<file path="config.mk">
export PLATFORM = sky130hd
export DESIGN_NAME = vpx_decode
export DESIGN_NICKNAME = d
export VERILOG_FILES = /design/src/vpx_pkg.sv /design/src/vpx_decode.sv /design/src/vpx_prefix_scan.sv
export VERILOG_INCLUDE_DIRS = /design/src
export SDC_FILE = /design/constraint.sdc
export NUM_CORES = 1
export LEC_CHECK = 0
export ABC_AREA = 1
export BUFFER_PORTS_ARGS = -buffer_cell sky130_fd_sc_hd__buf_2
export CAP_MARGIN = 20
export CORE_MARGIN = 1
export CORE_UTILIZATION = 46
export CTS_CLUSTER_SIZE = 24
export DETAILED_ROUTE_END_ITERATION = 8
export PLACE_DENSITY = 0.79
export SETUP_SLACK_MARGIN = 0.02
export SLEW_MARGIN = 40
export SYNTH_ARGS = -nofsm -noshare
export SYNTH_HDL_FRONTEND = slang
export SYNTH_SLANG_ARGS = --single-unit
</file>
<file path="constraint.sdc">
create_clock -name clk_sys_i -period 1.28 [get_ports clk_sys_i]
set_clock_uncertainty 0.05 [all_clocks]
set_input_delay 0.128 -clock clk_sys_i [delete_from_list [all_inputs] [get_ports clk_sys_i]]
set_output_delay 0.128 -clock clk_sys_i [all_outputs]
set_load 0.05 [all_outputs]
</file>
<file path="src/vpx_params.svh">
`ifndef VPX_PARAMS_SVH
`define VPX_PARAMS_SVH

// ---------------------------------------------------------------
// prefix byte encodings
// ---------------------------------------------------------------
`define VPX_PFX_ADDR_SIZE   8'h67
`define VPX_PFX_OPND_SIZE   8'h66
`define VPX_PFX_SEG_CS      8'h2e
`define VPX_PFX_SEG_SS      8'h36
`define VPX_PFX_SEG_DS      8'h3e
`define VPX_PFX_SEG_ES      8'h26
`define VPX_PFX_SEG_FS      8'h64
`define VPX_PFX_SEG_GS      8'h65
`define VPX_PFX_REP         8'hf3
`define VPX_PFX_REPNE       8'hf2
`define VPX_PFX_LOCK        8'hf0

// ---------------------------------------------------------------
// control bit positions and exception vector
// ---------------------------------------------------------------
`define VPX_EMU_BIT_POS     2
`define VPX_SAVE_EN_BIT_POS 9
`define VPX_FEAT_BIT_POS    25
`define VPX_INVALID_OP_VEC  8'h06
`define VPX_NO_SEG          3'h0

`endif

</file>
<file path="src/vpx_pkg.sv">
`default_nettype none

package vpx_pkg;

   // instruction class supplied by the fetch stage
   typedef enum logic [2:0] {
      VPX_CLS_NONE,
      VPX_CLS_PACKED_FP,
      VPX_CLS_PACKED_FP_NOREP,
      VPX_CLS_ADDED_INT,
      VPX_CLS_CACHE_CTRL,
      VPX_CLS_PREFETCH_FENCE,
      VPX_CLS_FEATURE_QUERY
   } vpx_class_e;

   typedef enum logic [1:0] {
      VPX_OUT_EXEC,
      VPX_OUT_INVALID_OP,
      VPX_OUT_RESERVED
   } vpx_verdict_e;

endpackage

`default_nettype wire

</file>
<file path="src/vpx_decode.sv">
// Behaviour
// RULE_01 - packed fp: address-size and segment prefixes apply to memory forms only
// RULE_02 - packed fp: repeat prefix is significant and selects an alternate operation
// RULE_03 - packed fp: operand-size and repeat-not-equal prefixes are reserved
// RULE_04 - lock prefix on packed fp or added integer raises invalid opcode
// RULE_05 - added integer: addr/segment on memory forms; 66, f3, f2 reserved
// RULE_06 - cache control: addr/segment on memory forms; 66, f3, f2 reserved
// RULE_07 - lock prefix on any cache control instruction raises invalid opcode
// RULE_08 - two prefixes of one group are undefined; stream must avoid them
// RULE_09 - logic, move, shuffle and state-save group: rep, repne, 66 reserved
// RULE_10 - packed fp runs only if emulation 0, state-save enable 1, feature 1
// RULE_11 - identification query reports the feature flag in bit 25 of edx
// RULE_12 - added integer faults on emulation bit, not on state-save enable
// RULE_13 - prefetch and store fence depend only on the feature flag
`include "vpx_params.svh"
`default_nettype none

module vpx_decode #(
   parameter int unsigned SEG_W = 3
) (
   input  wire logic                 clk_sys_i,
   input  wire logic                 rstn_i,
   input  wire logic                 ce_i,
   // prefix bytes, one per cycle, ahead of the opcode
   input  wire logic                 pfx_valid_i,
   input  wire logic [7:0]           pfx_byte_i,
   // opcode strobe closes the instruction
   input  wire logic                 op_valid_i,
   input  wire vpx_pkg::vpx_class_e  op_class_i,
   input  wire logic                 op_has_mem_i,
   // architectural controls
   input  wire logic                 fp_emulation_bit_i,
   input  wire logic                 os_vector_state_save_enable_i,
   input  wire logic                 vector_ext_feature_flag_i,
   // to execute / exception units
   output logic                      out_valid_o,
   output vpx_pkg::vpx_verdict_e     verdict_o,
   output logic                      invalid_op_o,
   output logic [7:0]                exc_vector_o,
   output logic                      reserved_o,
   output logic                      multi_pfx_o,
   output logic                      addr_size_o,
   output logic [SEG_W-1:0]          seg_sel_o,
   output logic                      rep_alt_op_o,
   output logic [31:0]               feature_edx_o
);

   // ---------------------------------------------------------------
   // prefix classification
   // ---------------------------------------------------------------
   logic       s_addr;
   logic       s_opnd;
   logic [2:0] s_seg;
   logic       s_rep;
   logic       s_repne;
   logic       s_lock;

   vpx_prefix_scan u_scan (
      .byte_i     (pfx_byte_i),
      .valid_i    (pfx_valid_i),
      .is_addr_o  (s_addr),
      .is_opnd_o  (s_opnd),
      .seg_o      (s_seg),
      .is_rep_o   (s_rep),
      .is_repne_o (s_repne),
      .is_lock_o  (s_lock)
   );

   // ---------------------------------------------------------------
   // prefix accumulation
   // ---------------------------------------------------------------
   logic             acc_addr;
   logic             acc_opnd;
   logic [SEG_W-1:0] acc_seg;
   logic             acc_rep;
   logic             acc_repne;
   logic             acc_lock;
   logic             acc_dup;
   logic             next_acc_addr;
   logic             next_acc_opnd;
   logic [SEG_W-1:0] next_acc_seg;
   logic             next_acc_rep;
   logic             next_acc_repne;
   logic             next_acc_lock;
   logic             next_acc_dup;

   // groups: lock/rep/repne, segment, operand size, address size
   function automatic logic dup_hit(input logic grp1_seen, input logic seg_seen,
                                    input logic opnd_seen, input logic addr_seen,
                                    input logic grp1_new, input logic seg_new,
                                    input logic opnd_new, input logic addr_new);
      dup_hit = (grp1_seen && grp1_new) || (seg_seen && seg_new) ||
                (opnd_seen && opnd_new) || (addr_seen && addr_new);
   endfunction

   always_comb begin
      next_acc_addr  = acc_addr;
      next_acc_opnd  = acc_opnd;
      next_acc_seg   = acc_seg;
      next_acc_rep   = acc_rep;
      next_acc_repne = acc_repne;
      next_acc_lock  = acc_lock;
      next_acc_dup   = acc_dup;
      if (op_valid_i) begin
         // opcode ends the instruction; a prefix in the same cycle is ignored
         next_acc_addr  = 1'b0;
         next_acc_opnd  = 1'b0;
         next_acc_seg   = SEG_W'(`VPX_NO_SEG);
         next_acc_rep   = 1'b0;
         next_acc_repne = 1'b0;
         next_acc_lock  = 1'b0;
         next_acc_dup   = 1'b0;
      end else if (pfx_valid_i) begin
         // duplicates are only flagged: the outcome is left undefined [RULE_08]
         next_acc_dup = acc_dup ||
                        dup_hit(acc_lock || acc_rep || acc_repne, acc_seg != SEG_W'(`VPX_NO_SEG),
                                acc_opnd, acc_addr, s_lock || s_rep || s_repne,
                                s_seg != `VPX_NO_SEG, s_opnd, s_addr);
         next_acc_addr  = acc_addr | s_addr;
         next_acc_opnd  = acc_opnd | s_opnd;
         next_acc_rep   = acc_rep | s_rep;
         next_acc_repne = acc_repne | s_repne;
         next_acc_lock  = acc_lock | s_lock;
         if (s_seg != `VPX_NO_SEG) begin
            next_acc_seg = SEG_W'(s_seg);
         end
      end
   end

   always_ff @(posedge clk_sys_i or negedge rstn_i) begin
      if (!rstn_i) begin
         acc_addr  <= 1'b0;
         acc_opnd  <= 1'b0;
         acc_seg   <= '0;
         acc_rep   <= 1'b0;
         acc_repne <= 1'b0;
         acc_lock  <= 1'b0;
         acc_dup   <= 1'b0;
      end else if (ce_i) begin
         acc_addr  <= next_acc_addr;
         acc_opnd  <= next_acc_opnd;
         acc_seg   <= next_acc_seg;
         acc_rep   <= next_acc_rep;
         acc_repne <= next_acc_repne;
         acc_lock  <= next_acc_lock;
         acc_dup   <= next_acc_dup;
      end
   end

   // ---------------------------------------------------------------
   // verdict
   // ---------------------------------------------------------------
   logic                  en_ok;
   logic                  lock_bad;
   logic                  rsv;
   logic                  mem_pfx;
   logic                  rep_alt;
   logic                  next_out_valid;
   vpx_pkg::vpx_verdict_e next_verdict;
   logic                  next_addr_size;
   logic [SEG_W-1:0]      next_seg_sel;
   logic                  next_rep_alt;
   logic                  next_multi;

   // packed fp needs all three controls; the integer side ignores state-save enable
   function automatic logic fp_enabled(input logic emu,
                                       input logic save_en,
                                       input logic feat);
      fp_enabled = !emu && save_en && feat;
   endfunction

   function automatic logic int_enabled(input logic emu,
                                        input logic feat);
      int_enabled = !emu && feat;
   endfunction

   // repeat selects an operation only where the class allows it, elsewhere it is reserved
   function automatic logic rsv_hit(input logic opnd,
                                    input logic rep,
                                    input logic repne,
                                    input logic rep_legal);
      rsv_hit = opnd || repne || (rep && !rep_legal);
   endfunction

   // the pulse outputs share one test: a live answer of one kind
   function automatic logic pulse_of(input logic                  live,
                                     input vpx_pkg::vpx_verdict_e got,
                                     input vpx_pkg::vpx_verdict_e kind);
      pulse_of = live && (got == kind);
   endfunction

   always_comb begin
      en_ok    = 1'b1;
      lock_bad = 1'b0;
      rsv      = 1'b0;
      mem_pfx  = 1'b0;
      rep_alt  = 1'b0;
      unique case (op_class_i)
         vpx_pkg::VPX_CLS_PACKED_FP: begin
            en_ok    = fp_enabled(fp_emulation_bit_i, os_vector_state_save_enable_i,
                                  vector_ext_feature_flag_i);                 // [RULE_10]
            lock_bad = acc_lock;                                              // [RULE_04]
            rsv      = rsv_hit(acc_opnd, acc_rep, acc_repne, 1'b1);           // [RULE_03]
            mem_pfx  = op_has_mem_i;                                          // [RULE_01]
            rep_alt  = acc_rep;                                               // [RULE_02]
         end
         vpx_pkg::VPX_CLS_PACKED_FP_NOREP: begin
            en_ok    = fp_enabled(fp_emulation_bit_i, os_vector_state_save_enable_i,
                                  vector_ext_feature_flag_i);                 // [RULE_10]
            lock_bad = acc_lock;                                              // [RULE_04]
            rsv      = rsv_hit(acc_opnd, acc_rep, acc_repne, 1'b0);           // [RULE_09]
            mem_pfx  = op_has_mem_i;                                          // [RULE_01]
         end
         vpx_pkg::VPX_CLS_ADDED_INT: begin
            en_ok    = int_enabled(fp_emulation_bit_i, vector_ext_feature_flag_i); // [RULE_12]
            lock_bad = acc_lock;                                              // [RULE_04]
            rsv      = rsv_hit(acc_opnd, acc_rep, acc_repne, 1'b0);           // [RULE_05]
            mem_pfx  = op_has_mem_i;                                          // [RULE_05]
         end
         vpx_pkg::VPX_CLS_CACHE_CTRL: begin
            en_ok    = int_enabled(fp_emulation_bit_i, vector_ext_feature_flag_i); // [RULE_12]
            lock_bad = acc_lock;                                              // [RULE_07]
            rsv      = rsv_hit(acc_opnd, acc_rep, acc_repne, 1'b0);           // [RULE_06]
            mem_pfx  = op_has_mem_i;                                          // [RULE_06]
         end
         vpx_pkg::VPX_CLS_PREFETCH_FENCE: begin
            en_ok    = vector_ext_feature_flag_i;                             // [RULE_13]
            lock_bad = acc_lock;                                              // [RULE_07]
            rsv      = rsv_hit(acc_opnd, acc_rep, acc_repne, 1'b0);           // [RULE_06]
            mem_pfx  = op_has_mem_i;                                          // [RULE_06]
         end
         default: begin
            // non-vector classes pass untouched
            en_ok = 1'b1;
         end
      endcase

      next_out_valid = op_valid_i;
      next_verdict   = verdict_o;
      next_addr_size = addr_size_o;
      next_seg_sel   = seg_sel_o;
      next_rep_alt   = rep_alt_op_o;
      next_multi     = multi_pfx_o;
      if (op_valid_i) begin
         // lock and enable faults outrank the reserved flag: the fault is architectural
         if (lock_bad || !en_ok) begin
            next_verdict = vpx_pkg::VPX_OUT_INVALID_OP;                        // [RULE_04]
         end else if (rsv) begin
            next_verdict = vpx_pkg::VPX_OUT_RESERVED;                          // [RULE_03]
         end else begin
            next_verdict = vpx_pkg::VPX_OUT_EXEC;
         end
         // register-only forms drop the address and segment prefixes
         next_addr_size = mem_pfx && acc_addr;                                 // [RULE_01]
         next_seg_sel   = mem_pfx ? acc_seg : SEG_W'(`VPX_NO_SEG);             // [RULE_01]
         next_rep_alt   = rep_alt;                                             // [RULE_02]
         next_multi     = acc_dup;                                             // [RULE_08]
      end
   end

   always_ff @(posedge clk_sys_i or negedge rstn_i) begin
      if (!rstn_i) begin
         out_valid_o   <= 1'b0;
         verdict_o     <= vpx_pkg::VPX_OUT_EXEC;
         invalid_op_o  <= 1'b0;
         exc_vector_o  <= 8'h00;
         reserved_o    <= 1'b0;
         multi_pfx_o   <= 1'b0;
         addr_size_o   <= 1'b0;
         seg_sel_o     <= '0;
         rep_alt_op_o  <= 1'b0;
         feature_edx_o <= 32'h0000_0000;
      end else if (ce_i) begin
         out_valid_o   <= next_out_valid;
         verdict_o     <= next_verdict;
         invalid_op_o  <= pulse_of(next_out_valid, next_verdict, vpx_pkg::VPX_OUT_INVALID_OP);
         exc_vector_o  <= pulse_of(next_out_valid, next_verdict, vpx_pkg::VPX_OUT_INVALID_OP)
                          ? `VPX_INVALID_OP_VEC : 8'h00;
         reserved_o    <= pulse_of(next_out_valid, next_verdict, vpx_pkg::VPX_OUT_RESERVED);
         multi_pfx_o   <= next_multi;
         addr_size_o   <= next_addr_size;
         seg_sel_o     <= next_seg_sel;
         rep_alt_op_o  <= next_rep_alt;
         // query result: only the feature bit is owned here
         feature_edx_o <= 32'(vector_ext_feature_flag_i) << `VPX_FEAT_BIT_POS;  // [RULE_11]
      end
   end

endmodule

`default_nettype wire

</file>
<file path="src/vpx_prefix_scan.sv">
`include "vpx_params.svh"
`default_nettype none

// ---------------------------------------------------------------
// combinational classification of one prefix byte per cycle
// ---------------------------------------------------------------
module vpx_prefix_scan (
   input  wire logic [7:0] byte_i,
   input  wire logic       valid_i,
   output logic            is_addr_o,
   output logic            is_opnd_o,
   output logic [2:0]      seg_o,
   output logic            is_rep_o,
   output logic            is_repne_o,
   output logic            is_lock_o
);

   always_comb begin
      is_addr_o  = valid_i && (byte_i == `VPX_PFX_ADDR_SIZE);
      is_opnd_o  = valid_i && (byte_i == `VPX_PFX_OPND_SIZE);
      is_rep_o   = valid_i && (byte_i == `VPX_PFX_REP);
      is_repne_o = valid_i && (byte_i == `VPX_PFX_REPNE);
      is_lock_o  = valid_i && (byte_i == `VPX_PFX_LOCK);
      seg_o      = `VPX_NO_SEG;
      if (valid_i) begin
         unique case (byte_i)
            `VPX_PFX_SEG_ES: seg_o = 3'h1;
            `VPX_PFX_SEG_CS: seg_o = 3'h2;
            `VPX_PFX_SEG_SS: seg_o = 3'h3;
            `VPX_PFX_SEG_DS: seg_o = 3'h4;
            `VPX_PFX_SEG_FS: seg_o = 3'h5;
            `VPX_PFX_SEG_GS: seg_o = 3'h6;
            default:         seg_o = `VPX_NO_SEG;
         endcase
      end
   end

endmodule

`default_nettype wire
</file>
==> results.txt <==
----------------------------------------------------
[Worst setup path]
  Data required, critical path ... 1.10 ns
  Crit path capture type ... output port
  Launch instance of the worst register-to-register path ... acc_lock$_DFFE_PN0P_
  Arrival time of the worst setup path ... 0.99 ns
  Setup CP Type ... reg -> out
  Worst reg2reg path endpoint ... acc_dup$_DFFE_PN0P_
  Setup slack of the most critical reg-to-reg path ... 0.14 ns
  Count of buffer and inverter cells on the critical path ... 1
  Type of element launching the critical path ... flop
  Cell family with the largest share of critical-path delay ... flip-flops
  Number of cells on the worst reg-to-reg path ... 6
  Critical Path Fanout Max ... 4
  Critical Path Max Stage Delay ... 0.40 ns
  Worst path cell trace ... buf_2
  Critical Path Slowest Stage Cell ... sky130_fd_sc_hd__dfrtp_1

[Power]
  Leakage component of the power ... 0.950 nW
  Power density over the cells ... 934 nW/µm²
  Total Power ... 1.52 mW
  VDD IR-drop max ... 493 µV

[Logic synthesis]
  Cell type with the largest total area after synthesis ... sky130_fd_sc_hd__dfrtp_1
  Number of distinct library cells after synthesis ... 27
  Post-synthesis sequential element count ... 21
  Sequential cell area fraction in the yosys report ... 35.1%
  Share of synthesized flip-flops with an asynchronous set or reset ... 100%
  Summed instance area of the synthesized netlist ... 1500 µm²
  Synth top area share ... 35.1%
  Top post-synthesis cells by area ... sky130_fd_sc_hd__dfrtp_1 35%, sky130_fd_sc_hd__buf_4 21%, sky130_fd_sc_hd__nand2_1 9.8%
  Most common flop cell mapped by yosys ... sky130_fd_sc_hd__dfrtp_1
  EDFF count, synth ... 0
  Synth Area per Inst ... 7.68 µm²
  Yosys warnings ... 0
  Number of instances in the synthesized netlist ... 195

[Die]
  Core area ... 3080 µm²
  Width of the die ... 59.1 µm
  IO Pins ... 71
  Die height ... 59.1 µm
  Starting Density ... 48.7%
  Site row count ... 20
  Area of the die ... 3490 µm²

[Clock tree]
  Clock H-tree levels ... 1
  Resized Gates After CTS ... 0
  Clock input transition at the sequential cells of the worst setup and hold paths ... 0.13 ns
  Clk buf depth ... 2
  Insertion delay to the later sink of the worst-skew pair ... 0.32 ns
  Buffers inserted during post-CTS setup optimization ... 0
  CTS tree ... yes
  Clock Root Buffer ... sky130_fd_sc_hd__clkbuf_4
  Clock sink count ... 21
  Total clock buffers created by CTS ... 3

[Route]
  DRC violation count after routing ... 0
  Number of vias per cell after detailed routing ... 4.42
  Via count ... 1223
  DR WL/cell ... 9.49 µm
  First DRT Iteration DRCs ... 29
  Number of routed nets with antenna violations ... 0
  First drt pass iteration count ... 7
  Aggregate routed wire length ... 2.63 mm

[Job]
  Max-cap violations ... 0

[Worst hold path]
  Startpoint of the worst hold path ... op_class_i[0]
  Type of the tightest min-delay check ... in -> reg
  Terminating pin of the worst hold path ... rep_alt_op_o$_DFFE_PN0P_
  Hold Path Cell Cnt ... 3

[STA]
  Setup repair after global routing missed its margin ... no
  Final count of hold timing violations ... 0
  Minimum period implied by the final worst setup slack ... 1.17 ns
  Fraction of the cycle the final worst path needs ... 91.5%
  Min Hold Slack ... 0.0260 ns
  Final count of negative-setup-slack endpoints ... 0
  Number of pins exceeding their max-slew limit in the final report ... 0
  Setup TNS after final layout ... 0 ns
  Fmax achieved ... 853 MHz

[Global route]
  Number of global-route vias before repair ... 1084
  First-pass GRT wire length ... 4.40 mm
  Global-route congestion overflow total ... 0
  Largest net degree at the start of global routing ... 22
  Initial antenna violation count ... 0
  Total global-route track usage ... 16.8%

[Finish]
  Fill cells ... 328
  Layout overhead on the synthesized area ... 8.60%
  Reg area ... 526 µm²
  NumNets Final ... 254
  Ant diodes ... 0
  Leading cell types in the layout, fill and taps excluded ... 39 x sky130_fd_sc_hd__nand2_1, 37 x sky130_fd_sc_hd__conb_1, 33 x sky130_fd_sc_hd__buf_2
  Fraction of final layout cells with drive strength greater than 1 ... 26.2%
  Multi-input gate area in the final layout ... 698 µm²
  Commonest non-fill, non-tap cell in the layout ... sky130_fd_sc_hd__nand2_1
  Top Registers ... acc_seg x3, seg_sel_o x3, verdict_o x2
  Final Cell Area ... 1630 µm²

[Placed design]
  Detailed Place HPWL ... 2.14 mm
  Buffers on Ports ... 33
  Gp weighted congestion ... 0.801
  Placed inst area ... 1580 µm²

[Status]
  Result of the run ... finished, final reports clean

----------------------------------------------------
==> Yosys cell counts, types with 2 or more instances <==
cell type                  count
sky130_fd_sc_hd__a21oi_1       6
sky130_fd_sc_hd__a32o_1        4
sky130_fd_sc_hd__buf_4        41
sky130_fd_sc_hd__dfrtp_1      21
sky130_fd_sc_hd__inv_1        24
sky130_fd_sc_hd__inv_2         2
sky130_fd_sc_hd__nand2_1      39
sky130_fd_sc_hd__nand2_2       4
sky130_fd_sc_hd__nand3_1      10
sky130_fd_sc_hd__nand3b_1      2
sky130_fd_sc_hd__nand4_1       8
sky130_fd_sc_hd__nor2_1       13
sky130_fd_sc_hd__nor2_2        2
sky130_fd_sc_hd__nor2_4        2
sky130_fd_sc_hd__o211ai_1      2
sky130_fd_sc_hd__o21ai_0       2
sky130_fd_sc_hd__o21ai_2       3
==> final cells by class <==
cell class | instances | area share [%]
Inverter | 26 | 6.00
Clock inverter | 1 | 0.308
Timing Repair Buffer | 40 | 13.7
Tap cell | 44 | 3.38
Clock buffer | 3 | 1.38
Sequential cell | 21 | 32.3
Multi-Input combinational cell | 142 | 42.9
==> layer usage <==
metal | wire length (µm) | vias up | share of wire (%) | global-route usage (%)
met5 | 0 | - | 0 | 0
met4 | 53 | 0 | 2.0 | 6.12
li1 | - | 622 | - | -
met3 | 142 | 6 | 5.4 | 3.93
met2 | 1210 | 42 | 46 | 27.3
met1 | 1230 | 553 | 47 | 21.7
==> stage by stage <==
| step | std cells | setup slack [ns] | util, % |
|---|---|---|---|
| floorplan | 231 | 0.180 | - |
| global placement | 271 | 0.114 | 51.3 |
| detailed placement | 271 | 0.0939 | 51.3 |
| CTS | 277 | 0.107 | 52.8 |
| global route | 277 | 0.0487 | 52.8 |
| finish | 277 | 0.108 | 52.8 |
==> cell families (layout without fill, tap and decap cells) <==
family / Yosys count / in the layout / synth area share (%)
AO/OA/AOI/OAI: 19 / 19 / 9.19
buffers and inverters: 68 / 70 / 27.3
other: 1 / 37 / 0.250
flip-flops: 21 / 21 / 35.1
AND/OR/NAND/NOR: 86 / 86 / 28.2
==> how the worst max path moves through the flow <==
stage	cells past startpoint	endpoint	slack (ns)	start
final	1	exc_vector_o[1]	0.11	exc_vector_o[1]$_DFFE_PN0P_
after global routing	6	acc_dup$_DFFE_PN0P_	0.05	acc_lock$_DFFE_PN0P_
after CTS	1	exc_vector_o[1]	0.11	exc_vector_o[1]$_DFFE_PN0P_
after detailed placement	10	acc_seg[0]$_DFFE_PN0P_	0.09	pfx_byte_i[7]
after global placement	11	acc_seg[2]$_DFFE_PN0P_	0.11	pfx_byte_i[7]
after floorplan	1	exc_vector_o[1]	0.18	exc_vector_o[1]$_DFFE_PN0P_
==> power by group <==
group,switching (mW),internal [mW],leakage (nW)
sequential,0.00822,0.679,0.287
combinational,0.427,0.0773,0.646
clock,0.211,0.117,0.0177
==> tightest hold or removal path, delay by kind of cell <==
| family | cells | cell delay [ns] |
|---|---|---|
| buffers and inverters | 1 | 0.11 |
| and+or+nand+nor | 1 | 0.07 |
| AOI/OAI and AO/OA | 1 | 0.06 |
==> timing repair <==
item,4_1_cts,5_1_grt
endpoints found under the setup margin,0,0
hold endpoints to repair,22,0
hold buffers,2,0
(Power assumes the default switching activity.)
